`src/hdl/eipr_consts.svh`:
```
`ifndef EIPR_CONSTS_SVH
`define EIPR_CONSTS_SVH
// register byte offsets
`define EIPR_OFS_SEL3      8'h00
`define EIPR_OFS_SEL4      8'h04
`define EIPR_OFS_DCFG      8'h08
`define EIPR_OFS_DSTAT     8'h0C
// register reset values
`define EIPR_SEL_RST       5'h00
`define EIPR_DCFG_RST      4'h0
// debug configuration fields
`define EIPR_DCFG_DIS      0
`define EIPR_DCFG_REMAP    1
`define EIPR_DCFG_MISC_LO  2
`define EIPR_DCFG_MISC_HI  3
// debug status fields
`define EIPR_DST_FORCED    0
`define EIPR_DST_SWEN      1
`define EIPR_DST_BOOT      2
// pin indices: port A 0..7, port B 8..15, port C 16..23
`define EIPR_PIN_BOOT      5
`define EIPR_PIN_REG       7
`define EIPR_PIN_INT1      8
`define EIPR_PIN_INT2      14
`define EIPR_PIN_JTAG_RESET_PIN      16
`define EIPR_PIN_JTAG_DATA_OUT_PIN      18
`define EIPR_PIN_JTAG_DATA_IN_PIN      19
`define EIPR_PIN_SWDIO     20
`define EIPR_SEL_LIMIT     5'd24
// second timer channel pins, default and remapped
`define EIPR_TIM_DEF_C1    5'd0
`define EIPR_TIM_DEF_C2    5'd3
`define EIPR_TIM_DEF_C3    5'd1
`define EIPR_TIM_DEF_C4    5'd2
`define EIPR_TIM_REMAP_C1  5'd9
// pin mode codes
`define EIPR_MODE_ANALOG   4'h0
`define EIPR_MODE_OUT_PP   4'h1
`define EIPR_MODE_IN_FLT   4'h4
`define EIPR_MODE_OUT_OD   4'h5
`define EIPR_MODE_IN_PULL  4'h8
`define EIPR_MODE_ALT_PP   4'h9
`define EIPR_MODE_ALT_OD   4'hD
`endif

```
`src/hdl/eipr_pkg.sv`:
```
package eipr_pkg;
    localparam int NPIN = 24;
    // per-pin pad controls
    typedef struct packed {
        logic [NPIN-1:0] out_val;
        logic [NPIN-1:0] oe_n;
        logic [NPIN-1:0] pull_up;
        logic [NPIN-1:0] pull_down;
    } eipr_pad_t;
    // software-side pin configuration
    typedef struct packed {
        logic [NPIN-1:0][3:0] mode;
        logic [NPIN-1:0]      sw_out;
        logic [NPIN-1:0]      alt_out;
    } eipr_pincfg_t;
    // debugger requests
    typedef struct packed {
        logic jtag_req;
        logic sw_req;
        logic forced;
        logic jtag_tdo;
        logic swdio_out;
        logic swdio_oe_n;
    } eipr_dbg_t;
    // whole module state
    typedef struct packed {
        logic [NPIN-1:0] sync1;
        logic [NPIN-1:0] sync2;
        logic [4:0]      sel3;
        logic [4:0]      sel4;
        logic [3:0]      dcfg;
        logic            boot_flag;
        logic            boot_done;
        logic [31:0]     prdata;
        logic [3:0]      ext_int;
        logic [3:0]      tim_in;
    } eipr_state_t;
endpackage

```
`src/hdl/eipr_top.sv`:
```
// Local design decisions: the APB slave port and the placing of the registers.
`include "eipr_consts.svh"
module eipr_top
    import eipr_pkg::*;
(
    input  wire logic                   pclk,         // system clock
    input  wire logic                   presetn,      // async reset, power-on or pin reset
    input  wire logic                   clk_en,       // freezes all state when low
    input  wire logic                   psel,         // apb select
    input  wire logic                   penable,      // apb access phase
    input  wire logic                   pwrite,       // apb direction
    input  wire logic [7:0]             paddr,        // apb byte address
    input  wire logic [31:0]            pwdata,       // apb write data
    output logic      [31:0]            prdata,       // apb read data
    output logic                        pready,       // apb ready
    output logic                        pslverr,      // apb error on unmapped
    input  wire eipr_pkg::eipr_pincfg_t pin_cfg,      // software pin configuration
    input  wire logic [23:0]            pad_in,       // pad input levels
    output eipr_pkg::eipr_pad_t         pad,          // pad drive controls
    input  wire eipr_pkg::eipr_dbg_t    dbg,          // debugger requests
    input  wire logic                   reg_enable,   // regulator enable level
    input  wire logic [3:0]             tim_out,      // second timer channel outputs
    output logic      [3:0]             tim_in,       // second timer channel inputs
    output logic      [3:0]             ext_int,      // lines to interrupt trigger logic
    output logic                        jtag_active,  // jtag pins taken over
    output logic                        sw_active     // serial-wire pin taken over
);
    import eipr_pkg::*;

    eipr_state_t st;
    eipr_state_t next_st;
    logic [23:0] forced_dig;
    logic [23:0] din;
    logic        wr_acc;
    logic        rd_setup;
    logic        mapped;

    // pin chosen by a routing select, none above the last pin
    function automatic logic route_pin(input logic [4:0] sel, input logic [23:0] d);
        logic v;
        v = 1'b0;
        if (sel < `EIPR_SEL_LIMIT) begin
            v = d[sel];
        end
        return v;
    endfunction

    // pad pin carrying a given timer channel
    function automatic logic [4:0] tim_pin(input int ch, input logic remap);
        logic [4:0] p;
        p = `EIPR_TIM_DEF_C1;
        if (remap) begin
            p = `EIPR_TIM_REMAP_C1 + 5'(ch);
        end else begin
            case (ch)
                0:       p = `EIPR_TIM_DEF_C1;
                1:       p = `EIPR_TIM_DEF_C2;
                2:       p = `EIPR_TIM_DEF_C3;
                default: p = `EIPR_TIM_DEF_C4;
            endcase
        end
        return p;
    endfunction

    // address decode for the four registers
    function automatic logic is_mapped(input logic [7:0] a);
        return a == `EIPR_OFS_SEL3 || a == `EIPR_OFS_SEL4 ||
               a == `EIPR_OFS_DCFG || a == `EIPR_OFS_DSTAT;
    endfunction

    // debugger mode, gated by the disable control
    assign jtag_active = dbg.jtag_req & ~st.dcfg[`EIPR_DCFG_DIS];
    assign sw_active   = dbg.sw_req & ~st.dcfg[`EIPR_DCFG_DIS];

    // apb handshake, zero wait states
    assign mapped   = is_mapped(paddr);
    assign wr_acc   = psel & penable & pwrite & mapped;
    assign rd_setup = psel & ~penable & ~pwrite;
    assign pready   = 1'b1;
    assign pslverr  = psel & penable & ~mapped;
    assign prdata   = st.prdata;
    assign ext_int  = st.ext_int;
    assign tim_in   = st.tim_in;

    // pins whose mode is overridden to a digital role
    always_comb begin
        forced_dig = '0;
        forced_dig[`EIPR_PIN_BOOT] = ~presetn;
        forced_dig[`EIPR_PIN_REG]  = presetn;
        if (jtag_active) begin
            forced_dig[`EIPR_PIN_JTAG_RESET_PIN] = 1'b1;
            forced_dig[`EIPR_PIN_JTAG_DATA_IN_PIN] = 1'b1;
            forced_dig[`EIPR_PIN_JTAG_DATA_OUT_PIN] = 1'b1;
        end
        if (sw_active) begin
            forced_dig[`EIPR_PIN_SWDIO] = 1'b1;
        end
    end

    // digital input path: analog pins read constant one unless forced to a digital role
    always_comb begin
        for (int i = 0; i < NPIN; i++) begin
            if (pin_cfg.mode[i] == `EIPR_MODE_ANALOG && !forced_dig[i]) begin
                din[i] = 1'b1;
            end else begin
                din[i] = st.sync2[i];
            end
        end
    end

    // pad drive: configured mode first, then overrides
    always_comb begin
        logic [23:0] alt;
        alt = pin_cfg.alt_out;
        for (int c = 0; c < 4; c++) begin
            alt[tim_pin(c, st.dcfg[`EIPR_DCFG_REMAP])] = tim_out[c];
        end
        pad = '0;
        pad.oe_n = '1;
        for (int i = 0; i < NPIN; i++) begin
            case (pin_cfg.mode[i])
                `EIPR_MODE_ANALOG: begin
                    pad.oe_n[i] = 1'b1;
                end
                `EIPR_MODE_OUT_PP: begin
                    pad.out_val[i] = pin_cfg.sw_out[i];
                    pad.oe_n[i]    = 1'b0;
                end
                `EIPR_MODE_OUT_OD: begin
                    pad.oe_n[i] = pin_cfg.sw_out[i];
                end
                `EIPR_MODE_IN_PULL: begin
                    pad.pull_up[i]   = pin_cfg.sw_out[i];
                    pad.pull_down[i] = ~pin_cfg.sw_out[i];
                end
                `EIPR_MODE_ALT_PP: begin
                    pad.out_val[i] = alt[i];
                    pad.oe_n[i]    = 1'b0;
                end
                `EIPR_MODE_ALT_OD: begin
                    pad.oe_n[i] = alt[i];
                end
                default: begin
                    pad.oe_n[i] = 1'b1;
                end
            endcase
        end
        // boot pin pulled up while reset holds, sampled at the first edge after release
        if (!presetn) begin
            pad.out_val[`EIPR_PIN_BOOT]   = 1'b0;
            pad.oe_n[`EIPR_PIN_BOOT]      = 1'b1;
            pad.pull_up[`EIPR_PIN_BOOT]   = 1'b1;
            pad.pull_down[`EIPR_PIN_BOOT] = 1'b0;
        end else begin
            // regulator enable: low pulls, high releases
            pad.out_val[`EIPR_PIN_REG]   = 1'b0;
            pad.oe_n[`EIPR_PIN_REG]      = reg_enable;
            pad.pull_up[`EIPR_PIN_REG]   = 1'b0;
            pad.pull_down[`EIPR_PIN_REG] = 1'b0;
        end
        // jtag reset and data-in become pulled-up inputs
        if (jtag_active) begin
            pad.oe_n[`EIPR_PIN_JTAG_RESET_PIN]      = 1'b1;
            pad.pull_up[`EIPR_PIN_JTAG_RESET_PIN]   = 1'b1;
            pad.pull_down[`EIPR_PIN_JTAG_RESET_PIN] = 1'b0;
            pad.oe_n[`EIPR_PIN_JTAG_DATA_IN_PIN]      = 1'b1;
            pad.pull_up[`EIPR_PIN_JTAG_DATA_IN_PIN]   = 1'b1;
            pad.pull_down[`EIPR_PIN_JTAG_DATA_IN_PIN] = 1'b0;
            pad.out_val[`EIPR_PIN_JTAG_DATA_OUT_PIN]   = dbg.jtag_tdo;
            pad.oe_n[`EIPR_PIN_JTAG_DATA_OUT_PIN]      = 1'b0;
            pad.pull_up[`EIPR_PIN_JTAG_DATA_OUT_PIN]   = 1'b0;
            pad.pull_down[`EIPR_PIN_JTAG_DATA_OUT_PIN] = 1'b0;
        end
        // debugger owns direction of the data pin
        if (sw_active) begin
            pad.out_val[`EIPR_PIN_SWDIO]   = dbg.swdio_out;
            pad.oe_n[`EIPR_PIN_SWDIO]      = dbg.swdio_oe_n;
            pad.pull_up[`EIPR_PIN_SWDIO]   = 1'b0;
            pad.pull_down[`EIPR_PIN_SWDIO] = 1'b0;
        end
    end

    // next state: sync, routing, registers, boot capture
    always_comb begin
        next_st = st;
        next_st.sync1 = pad_in;
        next_st.sync2 = st.sync1;
        // fixed and routed lines share the same input path
        next_st.ext_int[0] = din[`EIPR_PIN_INT1];
        next_st.ext_int[1] = din[`EIPR_PIN_INT2];
        next_st.ext_int[2] = route_pin(st.sel3, din);
        next_st.ext_int[3] = route_pin(st.sel4, din);
        for (int c = 0; c < 4; c++) begin
            next_st.tim_in[c] = din[tim_pin(c, st.dcfg[`EIPR_DCFG_REMAP])];
        end
        // boot flag taken once, at the first edge after release
        if (!st.boot_done) begin
            next_st.boot_flag = ~pad_in[`EIPR_PIN_BOOT];
            next_st.boot_done = 1'b1;
        end
        // register writes in the access phase
        if (wr_acc) begin
            case (paddr)
                `EIPR_OFS_SEL3: next_st.sel3 = pwdata[4:0];
                `EIPR_OFS_SEL4: next_st.sel4 = pwdata[4:0];
                `EIPR_OFS_DCFG: next_st.dcfg = pwdata[3:0];
                default: next_st.dcfg = st.dcfg;
            endcase
        end
        // read data captured in the setup phase
        if (rd_setup) begin
            next_st.prdata = '0;
            case (paddr)
                `EIPR_OFS_SEL3: next_st.prdata[4:0] = st.sel3;
                `EIPR_OFS_SEL4: next_st.prdata[4:0] = st.sel4;
                `EIPR_OFS_DCFG: next_st.prdata[3:0] = st.dcfg;
                `EIPR_OFS_DSTAT: begin
                    next_st.prdata[`EIPR_DST_FORCED] = dbg.forced;
                    next_st.prdata[`EIPR_DST_SWEN]   = sw_active;
                    next_st.prdata[`EIPR_DST_BOOT]   = st.boot_flag;
                end
                default: next_st.prdata = '0;
            endcase
        end
    end

    // state register, frozen while clk_en is low
    always_ff @(posedge pclk or negedge presetn) begin
        if (!presetn) begin
            st           <= '0;
            st.sync1     <= '1;
            st.sync2     <= '1;
            st.sel3      <= `EIPR_SEL_RST;
            st.sel4      <= `EIPR_SEL_RST;
            st.dcfg      <= `EIPR_DCFG_RST;
        end else if (clk_en) begin
            st <= next_st;
        end
    end
endmodule

```
`config.mk`:
```
export PLATFORM = sky130hd
export DESIGN_NAME = eipr_top
export DESIGN_NICKNAME = d
export VERILOG_FILES = /design/src/hdl/eipr_pkg.sv /design/src/hdl/eipr_top.sv
export VERILOG_INCLUDE_DIRS = /design/src /design/src/hdl
export SDC_FILE = /design/constraint.sdc
export NUM_CORES = 1
export LEC_CHECK = 0
export ABC_AREA = 1
export BUFFER_PORTS_ARGS = -buffer_cell sky130_fd_sc_hd__clkbuf_2
export CAP_MARGIN = 20
export CORE_AREA = 4 4 138 140
export CTS_CLUSTER_SIZE = 8
export DETAILED_ROUTE_END_ITERATION = 8
export DIE_AREA = 0 0 142 144
export GPL_TIMING_DRIVEN = 0
export PLACE_DENSITY = 0.66
export RECOVER_POWER = 25
export SYNTH_ARGS = -nofsm -noshare
export SYNTH_HDL_FRONTEND = slang
export SYNTH_SLANG_ARGS = --single-unit
```
`constraint.sdc`:
```
create_clock -name pclk -period 1.4 [get_ports pclk]
set_input_delay 0.21 -clock pclk [delete_from_list [all_inputs] [get_ports pclk]]
set_output_delay 0.21 -clock pclk [all_outputs]
set_load 0.05 [all_outputs]
```
==> metrics.yaml, run 1 <==
status: "finished, violations left"
violations: "setup timing"
antenna_found_initial: 0
nFillCells: 1732
layout_common_cells: "clkbuf_2 (271), nand2_1 (182), nor2_1 (140), inv_1 (119), nand3_1 (109)"
htreeDepth: 3
dpl.hpwl_um: 17180
worstPathArrival_ns: 1.55
cap_violations: 0
area_growth_pct: 66.57
rows: 49
drtIter0Drc: 427
utilization_pct: 53.66
grt_first_pass_wirelength_um: 34090
endpoint_kind: "primary output"
routedWlPerCell_um: 14.92
grt_max_degree: 22
drive_gt1_share_pct: 43.75
routed_wirelength_um: 22410
clk_pin_slew_ns: 0.06
nets: 1493
die_h_um: 144
ys_warn_count: 0
synth_edf_count: 0
grt_pass1_vias: 6860
cts_buffer_depth: 2
cts_tree: "built"
yosysSeqAreaShare_pct: 34.57
syn_avg_cell_area_um2: 6.408
diodes: 0
first_pass_iters: 5
place_congestion: 0.8661
final.setup.worst_slack_ns: -0.3596
power_density_nw_per_um2: 790.5
fin_crit_ns: 1.760
regArea_um2: 1988
multi_input_area_um2: 3871
die_w_um: 142
cp-start-kind: "register"
clk_latency_ns: 0.33
start_util_pct: 32.22
ir_drop_mv: 0.6086
dieArea_um2: 20450
track_usage_pct: 20.70
dp_cells: 1462
cts_buffers: 9
grt_overflow: 0
worst_ep_required_time_ns: 1.19
tightest_slew_ns: 0.9460
synth_area_um2: 5748
rsz0062_at_grt: "yes"
fmax_ghz: 0.5683
cts.sinks: 77
coreArea_um2: 17840
cts-root-buf: "clkbuf_16"
p_total_uw: 7569
max_stage_delay_ns: 0.46
ys_seq_elements: 77
crit_path_cell_trace: "inv_4, clkbuf_16, a21oi_4, o31ai_4, buf_8"
slew_violations: 0
drc: 0
detail_route.vias_per_cell: 4.734
hold_violations: 0
critical_path.max_fanout: 5
routed-via-count: 7111
antenna_left: 0
final-setup-viol-count: 35
path_class: "register to primary output"
critical_path.slowest_cell: "dfrtp_2"
final_common_cell: "clkbuf_2"
synthArstFlopShare_pct: 100.0
port_buffers: 309
finalClockSkew_ns: 0.007060
maxSlewHeadroom_pct: 36.72
ys.flop_type: "dfstp_2"
pin_count: 365
synth_cells: 897
period_share_pct: 125.7
synth_cell_types: 32
leakage_uw: 0.005008
hold_path_class: "input port to register"
finalNonFillerCells: 1502
[area by class of cell]
class / instances / share of cell area (%)
inverter: 127 / 5.214
multi-input combinational: 658 / 40.43
clock inverter: 4 / 1.032
sequential: 77 / 20.77
timing repair buffer: 336 / 22.61
clock buffer: 12 / 2.470
tap: 229 / 2.993
buffer: 59 / 4.482
[Yosys cell counts, types with 5 or more instances]
| master | n | share of area (%) |
|---|---|---|
| buf_2 | 5 | 0.44 |
| clkbuf_1 | 11 | 0.72 |
| buf_4 | 41 | 5.4 |
| nor4_1 | 14 | 1.5 |
| dfrtp_1 | 29 | 13 |
| o22ai_1 | 5 | 0.54 |
| dfstp_2 | 48 | 22 |
| nor3_1 | 18 | 1.6 |
| nand3_1 | 122 | 11 |
| nor2_1 | 145 | 9.5 |
| o21ai_0 | 51 | 4.4 |
| nand2_1 | 204 | 13 |
| a21oi_1 | 40 | 3.5 |
| inv_1 | 125 | 8.2 |
| o31ai_1 | 9 | 1.2 |
[metal layers]
layer,share of wire [%],track usage [%],vias to the layer above
li1,-,-,3571
met1,39,24.58,3227
met2,52,38.41,270
met3,6.9,3.836,43
met4,2.1,5.303,0
met5,0,0,-
[timing repair]
| item | 4_1_cts | 5_1_grt |
|---|---|---|
| hold endpoints to repair | 41 | 20 |
| resized for setup | 141 | 60 |
| setup endpoints to repair | 45 | 44 |
| gates cloned | 3 | 0 |
| pin swaps | 22 | 11 |
| buffers inserted | 13 | 5 |
| hold buffers | 4 | 1 |
[where the power goes]
group | total (uW) | switching [uW] | internal, uW
sequential | 2570 | 75.3 | 2500
combinational | 2310 | 1540 | 770
clock | 2690 | 938 | 1750
total | 7570 | 2550 | 5020
[logic make-up after synthesis]
logic type,Yosys count,share of synthesized area (%)
buffers and inverters,188,15.06
AO/OA/AOI/OAI,112,10.54
other,2,0.1307
flip-flops,77,34.57
AND/OR/NAND/NOR,518,39.70
[critical path, delay by kind of cell (launching register included)]
kind / cells / cell delay, ns
DFF: 1 / 0.46
buffers and inverters: 3 / 0.45
AOI/OAI and AO/OA: 2 / 0.28
[metrics by stage]
step / hold slack, ns / TNS [ns] / area (um2) / setup WS (ns)
floorplan: -0.08559 / -0.9520 / 6429 / -0.1825
global placement: 0.3972 / -51.14 / 8262 / -1.585
detailed placement: 0.2836 / -9.748 / 8284 / -0.7128
CTS: 0.04081 / -8.591 / 9479 / -0.3665
global route: 0.05035 / -12.45 / 9574 / -0.4103
finish: 0.04854 / -8.828 / 9574 / -0.3596
[worst paths after layout]
check / slack (ns) / cells after the start / endpoint / start
min in group asynchronous: 0.47 / 2 / tim_in[1] / presetn
setup / recovery: -0.36 / 5 / pad[48] / st[43]
setup reg to reg: -0.11 / 13 / ext_int[3] / st[42]
hold / removal: 0.05 / 3 / next_st[74] / pad_in[18]
hold reg to reg: 0.45 / 2 / st[40] / st[40]
max in group asynchronous: 0 / 2 / st[43] / presetn
[state kept, by name, indices dropped and copies added, names as in the netlist]
signal	flops
ext_int	4
next_st	24
prdata	5
tim_in	4
st	40
(Power assumes the default switching activity.)
==> inputs of run 2 (changes only) <==
- CORE_AREA: 4 4 138 140 -> 4 4 140 142
- DIE_AREA: 0 0 142 144 -> 0 0 144 146
- SETUP_SLACK_MARGIN: not set -> 0.1
- clock period: 1.4 -> 1.5 ns (I/O delays scaled with it)
==> run 2 against run 1 <==
Against the previous run: the run still ends with setup timing left; total power decreased by 8.5%; first-iteration DRC count decreased by 42%; setup slack improved by 0.087 ns; global-route usage fell by 1.0 points; hold slack improved by 0.011 ns; clock skew up 0.0020 ns; critical endpoint is now pad[57].
==> metrics.yaml, run 2 (synthesis results as in run 1) <==
status: "finished, violations left"  # unchanged
violations: "setup timing"  # unchanged
detail_route.vias_per_cell: 4.671  # was 4.734
rows: 50  # was 49
grt_max_degree: 47  # was 22
place_congestion: 0.8699  # was 0.8661
diodes: 0  # unchanged
grt_pass1_vias: 6898  # was 6860
r2r_slack_ns: -0.02  # was -0.11 ns
leakage_uw: 0.004993  # was 0.005008 uW
p_total_uw: 6929  # was 7569 uW
cts_buffers: 9  # unchanged
power.internal_uw: 4549  # was 5016 uW
routed_wirelength_um: 21620  # was 22410 um
worst_ep_required_time_ns: 1.27  # was 1.19 ns
final_common_cell: "clkbuf_2"  # unchanged
finalClockSkew_ns: 0.009103  # was 0.007060 ns
whs_ns: 0.05993  # was 0.04854 ns
final.setup.worst_slack_ns: -0.2727  # was -0.3596 ns
first_pass_iters: 5  # unchanged
layout_common_cells: "clkbuf_2 (269), nand2_1 (185), nor2_1 (139), inv_1 (119), nand3_1 (110)"  # was clkbuf_2 (271), nand2_1 (182), nor2_1 (140), inv_1 (119), nand3_1 (109)
cap_violations: 0  # unchanged
power_density_nw_per_um2: 728.6  # was 790.5 nW/um2
critical_path.max_fanout: 5  # unchanged
period_share_pct: 118.2
clk_latency_ns: 0.34  # was 0.33 ns
sequentialPowerShare_pct: 34.6  # was 34.0%
worstPathArrival_ns: 1.55  # about the same
hold_path_class: "input port to register"  # unchanged
cp-start-kind: "register"  # unchanged
htreeDepth: 3  # unchanged
r2r-end: "ext_int[2]"  # was ext_int[3]
largest_register_ff_count: 40  # unchanged
place_worst_setup_slack_ns: -0.2848  # was -0.7128 ns
routedWlPerCell_um: 14.38  # was 14.92 um
clk_pin_slew_ns: 0.07  # was 0.06 ns
area_growth_pct: 65.43  # was 66.57%
cts-root-buf: "clkbuf_16"  # unchanged
drtIter0Drc: 246  # was 427
coreArea_um2: 18460  # was 17840 um2
start_util_pct: 31.15  # was 32.22%
hold_violations: 0  # unchanged
cts.sinks: 77  # unchanged
grt_first_pass_wirelength_um: 33430  # was 34090 um
top_register: "st"  # unchanged
combPwrFrac_pct: 30.5  # about the same
antenna_left: 0  # unchanged
nets: 1490  # was 1493
p_sw_uw: 2380  # was 2552 uW
pin_count: 365  # unchanged
cts_tree: "built"  # unchanged
clockPowerShare_pct: 34.9  # was 35.5%
sw_frac_of_total_pct: 34.35  # was 33.72%
path_class: "register to primary output"  # unchanged
track_usage_pct: 19.71  # was 20.70%
crit_start: "st[43]"  # unchanged
rsz0062_at_grt: "yes"  # unchanged
grt_overflow: 0  # unchanged
dieArea_um2: 21020  # was 20450 um2
ir_drop_mv: 0.5123  # was 0.6086 mV
cts_buffer_depth: 2  # unchanged
die_h_um: 146  # was 144 um
die_w_um: 144  # was 142 um
fmax_ghz: 0.5641
maxSlewHeadroom_pct: 46.07  # was 36.72%
r2r_cells: 8  # was 13
routed-via-count: 7025  # was 7111
utilization_pct: 51.53  # was 53.66%
endpoint: "pad[57]"  # was pad[48]
drc: 0  # unchanged
tightest_slew_ns: 0.8089  # was 0.9460 ns
fin_crit_ns: 1.773
final-setup-viol-count: 32  # was 35
drive_gt1_share_pct: 44.33  # was 43.75%
port_buffers: 309  # unchanged
antenna_found_initial: 0  # unchanged
worstReg2RegStart: "st[51]"  # was st[42]
endpoint_kind: "primary output"  # unchanged
slew_violations: 0  # unchanged
dpl.hpwl_um: 17480  # was 17180 um
==> run 2: layout make-up <==
cell class	instances	area [um2]
Clock buffer	10	239.0
Multi-Input combinational cell	658	3850
Clock inverter	6	93.84
Buffer	59	425.4
Tap cell	234	292.8
Timing Repair Buffer	333	2121
Fill cell	1792	8946
Sequential cell	77	1988
Inverter	127	499.2
==> run 2: per-layer routing <==
layer  wire, um  GRT usage (%)
met1       8855          23.96
met2      11120          35.45
met3       1329          4.009
met4        314          4.426
met5          0              0
==> run 2: how the worst min path moves through the flow <==
| stage | start | endpoint | slack [ns] | depth (start not counted) |
|---|---|---|---|---|
| detailed placement | presetn | tim_in[3] | 0.27 | 1 |
| global placement | pad_in[0] | next_st[56] | 0.41 | 3 |
| global route | pad_in[19] | next_st[75] | 0.06 | 3 |
| floorplan | presetn | ext_int[0] | -0.07 | 0 |
| CTS | pad_in[17] | next_st[73] | 0.06 | 3 |
| finish | pad_in[17] | next_st[73] | 0.06 | 3 |
==> run 2: metrics by stage <==
step | setup TNS, ns | std cells | instance area (um2)
2_1_floorplan | -0.1171 | 923 | 6466
3_3_place_gp | -42.40 | 1466 | 8305
3_5_place_dp | -3.351 | 1467 | 8335
4_1_cts | -5.449 | 1498 | 9336
5_1_grt | -7.023 | 1504 | 9509
6_report | -4.734 | 1504 | 9509
==> run 2: worst max-delay path: stages (launching register included) <==
cell	delay, ns
dfrtp_2	0.46
inv_4	0.10
clkbuf_16	0.16
a21oi_4	0.07
o31ai_4	0.21
buf_8	0.18
==> run 2: power by group through the flow <==
stage	Sequential, uW	Clock [uW]	Combinational, uW
6_report	2400	2420	2110
5_1_grt	2420	2520	2310
4_1_cts	2400	2460	2090
3_5_place_dp	2430	0	1980
3_3_place_gp	2430	0	1950
2_1_floorplan	2410	0	1320
==> run 2: what timing repair did <==
| item | CTS | global route |
|---|---|---|
| setup endpoints to repair | 45 | 39 |
| gates resized for setup | 122 | 64 |
| hold buffers | 2 | 0 |
| setup buffers | 15 | 6 |
| pin swaps | 22 | 13 |
| hold endpoints to repair | 31 | 0 |
==> inputs of run 3 (changes only) <==
- BUFFER_PORTS_ARGS: -buffer_cell sky130_fd_sc_hd__clkbuf_2 -> not set
- CORE_AREA: 4 4 140 142 -> 4 4 139 141
- DIE_AREA: 0 0 144 146 -> 0 0 143 145
- DONT_BUFFER_PORTS: not set -> 1
- PLACE_DENSITY: 0.66 -> 0.49
==> run 3 against run 2 <==
Against the previous run: the flow finishes with violations (hold timing, setup timing); critical path type unchanged; largest cell class unchanged; setup slack worse by 0.17 ns; highest routed layer unchanged; sequential power about the same; fmax down 8.9%; sequential share of layout area up 3.3 points; wire length down 9.4%; clock power up 19%; via count down 15%; critical endpoint unchanged; clock skew down 0.0026 ns; combinational power down 22%; non-clock buffer count down 287.
==> metrics.yaml, run 3 (synthesis results as in run 1) <==
cts.sinks: 77  # unchanged
grt_overflow: 0  # unchanged
violations: "hold timing, setup timing"  # was setup timing
start_util_pct: 32.00  # was 31.15%
place_congestion: 0.8298  # was 0.8699
rows: 49  # was 50
hold_violations: 77  # was 0
slew_violations: 0  # unchanged
status: "finished, violations left"  # unchanged
combPwrFrac_pct: 23.8  # was 30.5%
cts_buffers: 9  # unchanged
period_share_pct: 129.8  # was 118.2%
final_common_cell: "nand2_1"  # was clkbuf_2
path_class: "register to primary output"  # unchanged
cp-start-kind: "register"  # unchanged
fin_area_um2: 8213  # was 9509 um2
r2r_slack_ns: -0.22  # was -0.02 ns
grt_first_pass_wirelength_um: 31080  # was 33430 um
antenna_left: 0  # unchanged
utilization_pct: 45.72  # was 51.53%
finalClockSkew_ns: 0.006541  # was 0.009103 ns
final-setup-viol-count: 32  # unchanged
p_sw_uw: 2143  # was 2380 uW
maxSlewHeadroom_pct: 27.53  # was 46.07%
die_w_um: 143  # was 144 um
dpl_cell_area_um2: 6775  # was 8335 um2
routedWlPerCell_um: 16.14  # was 14.38 um
coreArea_um2: 17960  # was 18460 um2
cts_tree: "built"  # unchanged
clk_pin_slew_ns: 0.06  # was 0.07 ns
final.setup.worst_slack_ns: -0.4464  # was -0.2727 ns
leakage_uw: 0.003747  # was 0.004993 uW
place_worst_setup_slack_ns: -0.2950  # was -0.2848 ns
clockPowerShare_pct: 41.5  # was 34.9%
sequentialPowerShare_pct: 34.7  # was 34.6%
port_buffers: 0  # was 309
htreeDepth: 3  # unchanged
endpoint_kind: "primary output"  # unchanged
power.internal_uw: 4763  # was 4549 uW
crit_start: "st[43]"  # unchanged
worstReg2RegStart: "st[42]"  # was st[51]
sw_frac_of_total_pct: 31.03  # was 34.35%
drtIter0Drc: 260  # was 246
dpl.hpwl_um: 15690  # was 17480 um
antenna_found_initial: 2  # was 0
nets: 1203  # was 1490
grt_max_degree: 84  # was 47
cts_hold_buf: 24  # was 2
multi_input_area_um2: 4093  # was 3850 um2
dieArea_um2: 20740  # was 21020 um2
detail_route.vias_per_cell: 4.891  # was 4.671
routed-via-count: 5938  # was 7025
clk_latency_ns: 0.34  # about the same
fmax_ghz: 0.5138  # was 0.5641 GHz
grt_pass1_vias: 6032  # was 6898
worstPathArrival_ns: 1.72  # was 1.55 ns
fin_crit_ns: 1.946  # was 1.773 ns
cts-root-buf: "clkbuf_16"  # unchanged
ir_drop_mv: 0.5668  # was 0.5123 mV
critical_path.max_fanout: 6  # was 5
regArea_um2: 1988  # unchanged
routed_wirelength_um: 19600  # was 21620 um
top_register: "st"  # unchanged
cap_violations: 0  # unchanged
drive_gt1_share_pct: 30.82  # was 44.33%
rsz0062_at_grt: "yes"  # unchanged
nFillCells: 1879  # was 1792
worst_ep_required_time_ns: 1.27  # about the same
area_growth_pct: 42.88  # was 65.43%
whs_ns: -0.4097  # was 0.05993 ns
power_density_nw_per_um2: 840.9  # was 728.6 nW/um2
track_usage_pct: 18.43  # was 19.71%
hold_path_class: "input port to asynchronous set/reset pin"  # was input port to register
fin_setup_tns_ns: -9.628  # was -4.734 ns
layout_common_cells: "nand2_1 (181), inv_1 (117), nand3_1 (112), nor2_1 (102), buf_4 (53)"  # was clkbuf_2 (269), nand2_1 (185), nor2_1 (139), inv_1 (119), nand3_1 (110)
largest_register_ff_count: 40  # unchanged
pin_count: 365  # unchanged
drc: 0  # unchanged
tightest_slew_ns: 1.082  # was 0.8089 ns
die_h_um: 145  # was 146 um
first_pass_iters: 5  # unchanged
cts_buffer_depth: 2  # unchanged
run 3: cell types whose count changed in the layout (fill, tap and decap cells not counted), sizes merged:
cell / previous run / this run
inv: 127 / 124
clkbuf: 298 / 19
dlygate4sd3: 1 / 24
buf: 103 / 72
diode: 0 / 2
bufinv: 2 / 5
run 3: worst paths after layout:
check | cells past startpoint | to
hold / removal | 0 | tim_in[2]
min in group pclk | 2 | st[53]
setup reg to reg | 15 | ext_int[3]
hold reg to reg | 2 | st[40]
setup / recovery | 6 | pad[57]
max in group asynchronous | 0 | st[73]
run 3: per-stage QoR:
stage               instances  power (uW)
floorplan                 923        3729
global placement         1152        3912
detailed placement       1155        3929
CTS                      1208        6925
global route             1214        7191
finish                   1214        6906
run 3: layout make-up:
cell class	count	area share (%)
multi-input combinational	658	49.83
sequential	77	24.21
inverter	127	6.612
timing repair buffer	46	5.850
buffer	59	5.225
tap	229	3.489
clock buffer	10	2.788
clock inverter	6	1.935
antenna	2	0.06094
run 3: worst max-delay path: stages, from the launching register on:
cell,delay [ns]
dfrtp_2,0.43
clkbuf_16,0.18
buf_12,0.11
nand2_4,0.04
nand2_4,0.06
a21oi_4,0.04
o31ai_4,0.50
run 3: per-layer routing:
| layer | GRT usage, % | up-vias | wire (um) |
|---|---|---|---|
| met2 | 32.59 | 199 | 10000 |
| met5 | 0 | - | 0 |
| met4 | 3.897 | 0 | 213 |
| met3 | 3.982 | 21 | 1371 |
| li1 | - | 2979 | - |
| met1 | 22.95 | 2739 | 8008 |
run 3: what timing repair did:
item                       CTS  global route
setup endpoints to repair   56            65
cloned                       0             0
buffers inserted            15             4
hold endpoints to repair   102            77
pin swaps                   26            19
resized for setup          102            55
run 3: power by group through the flow:
stage                     logic, uW  registers, uW  clock network (uW)
after floorplan                1320           2410                   0
after global placement         1480           2430                   0
after detailed placement       1500           2430                   0
after CTS                      1630           2400                2900
after global routing           1780           2420                2990
final                          1640           2400                2870
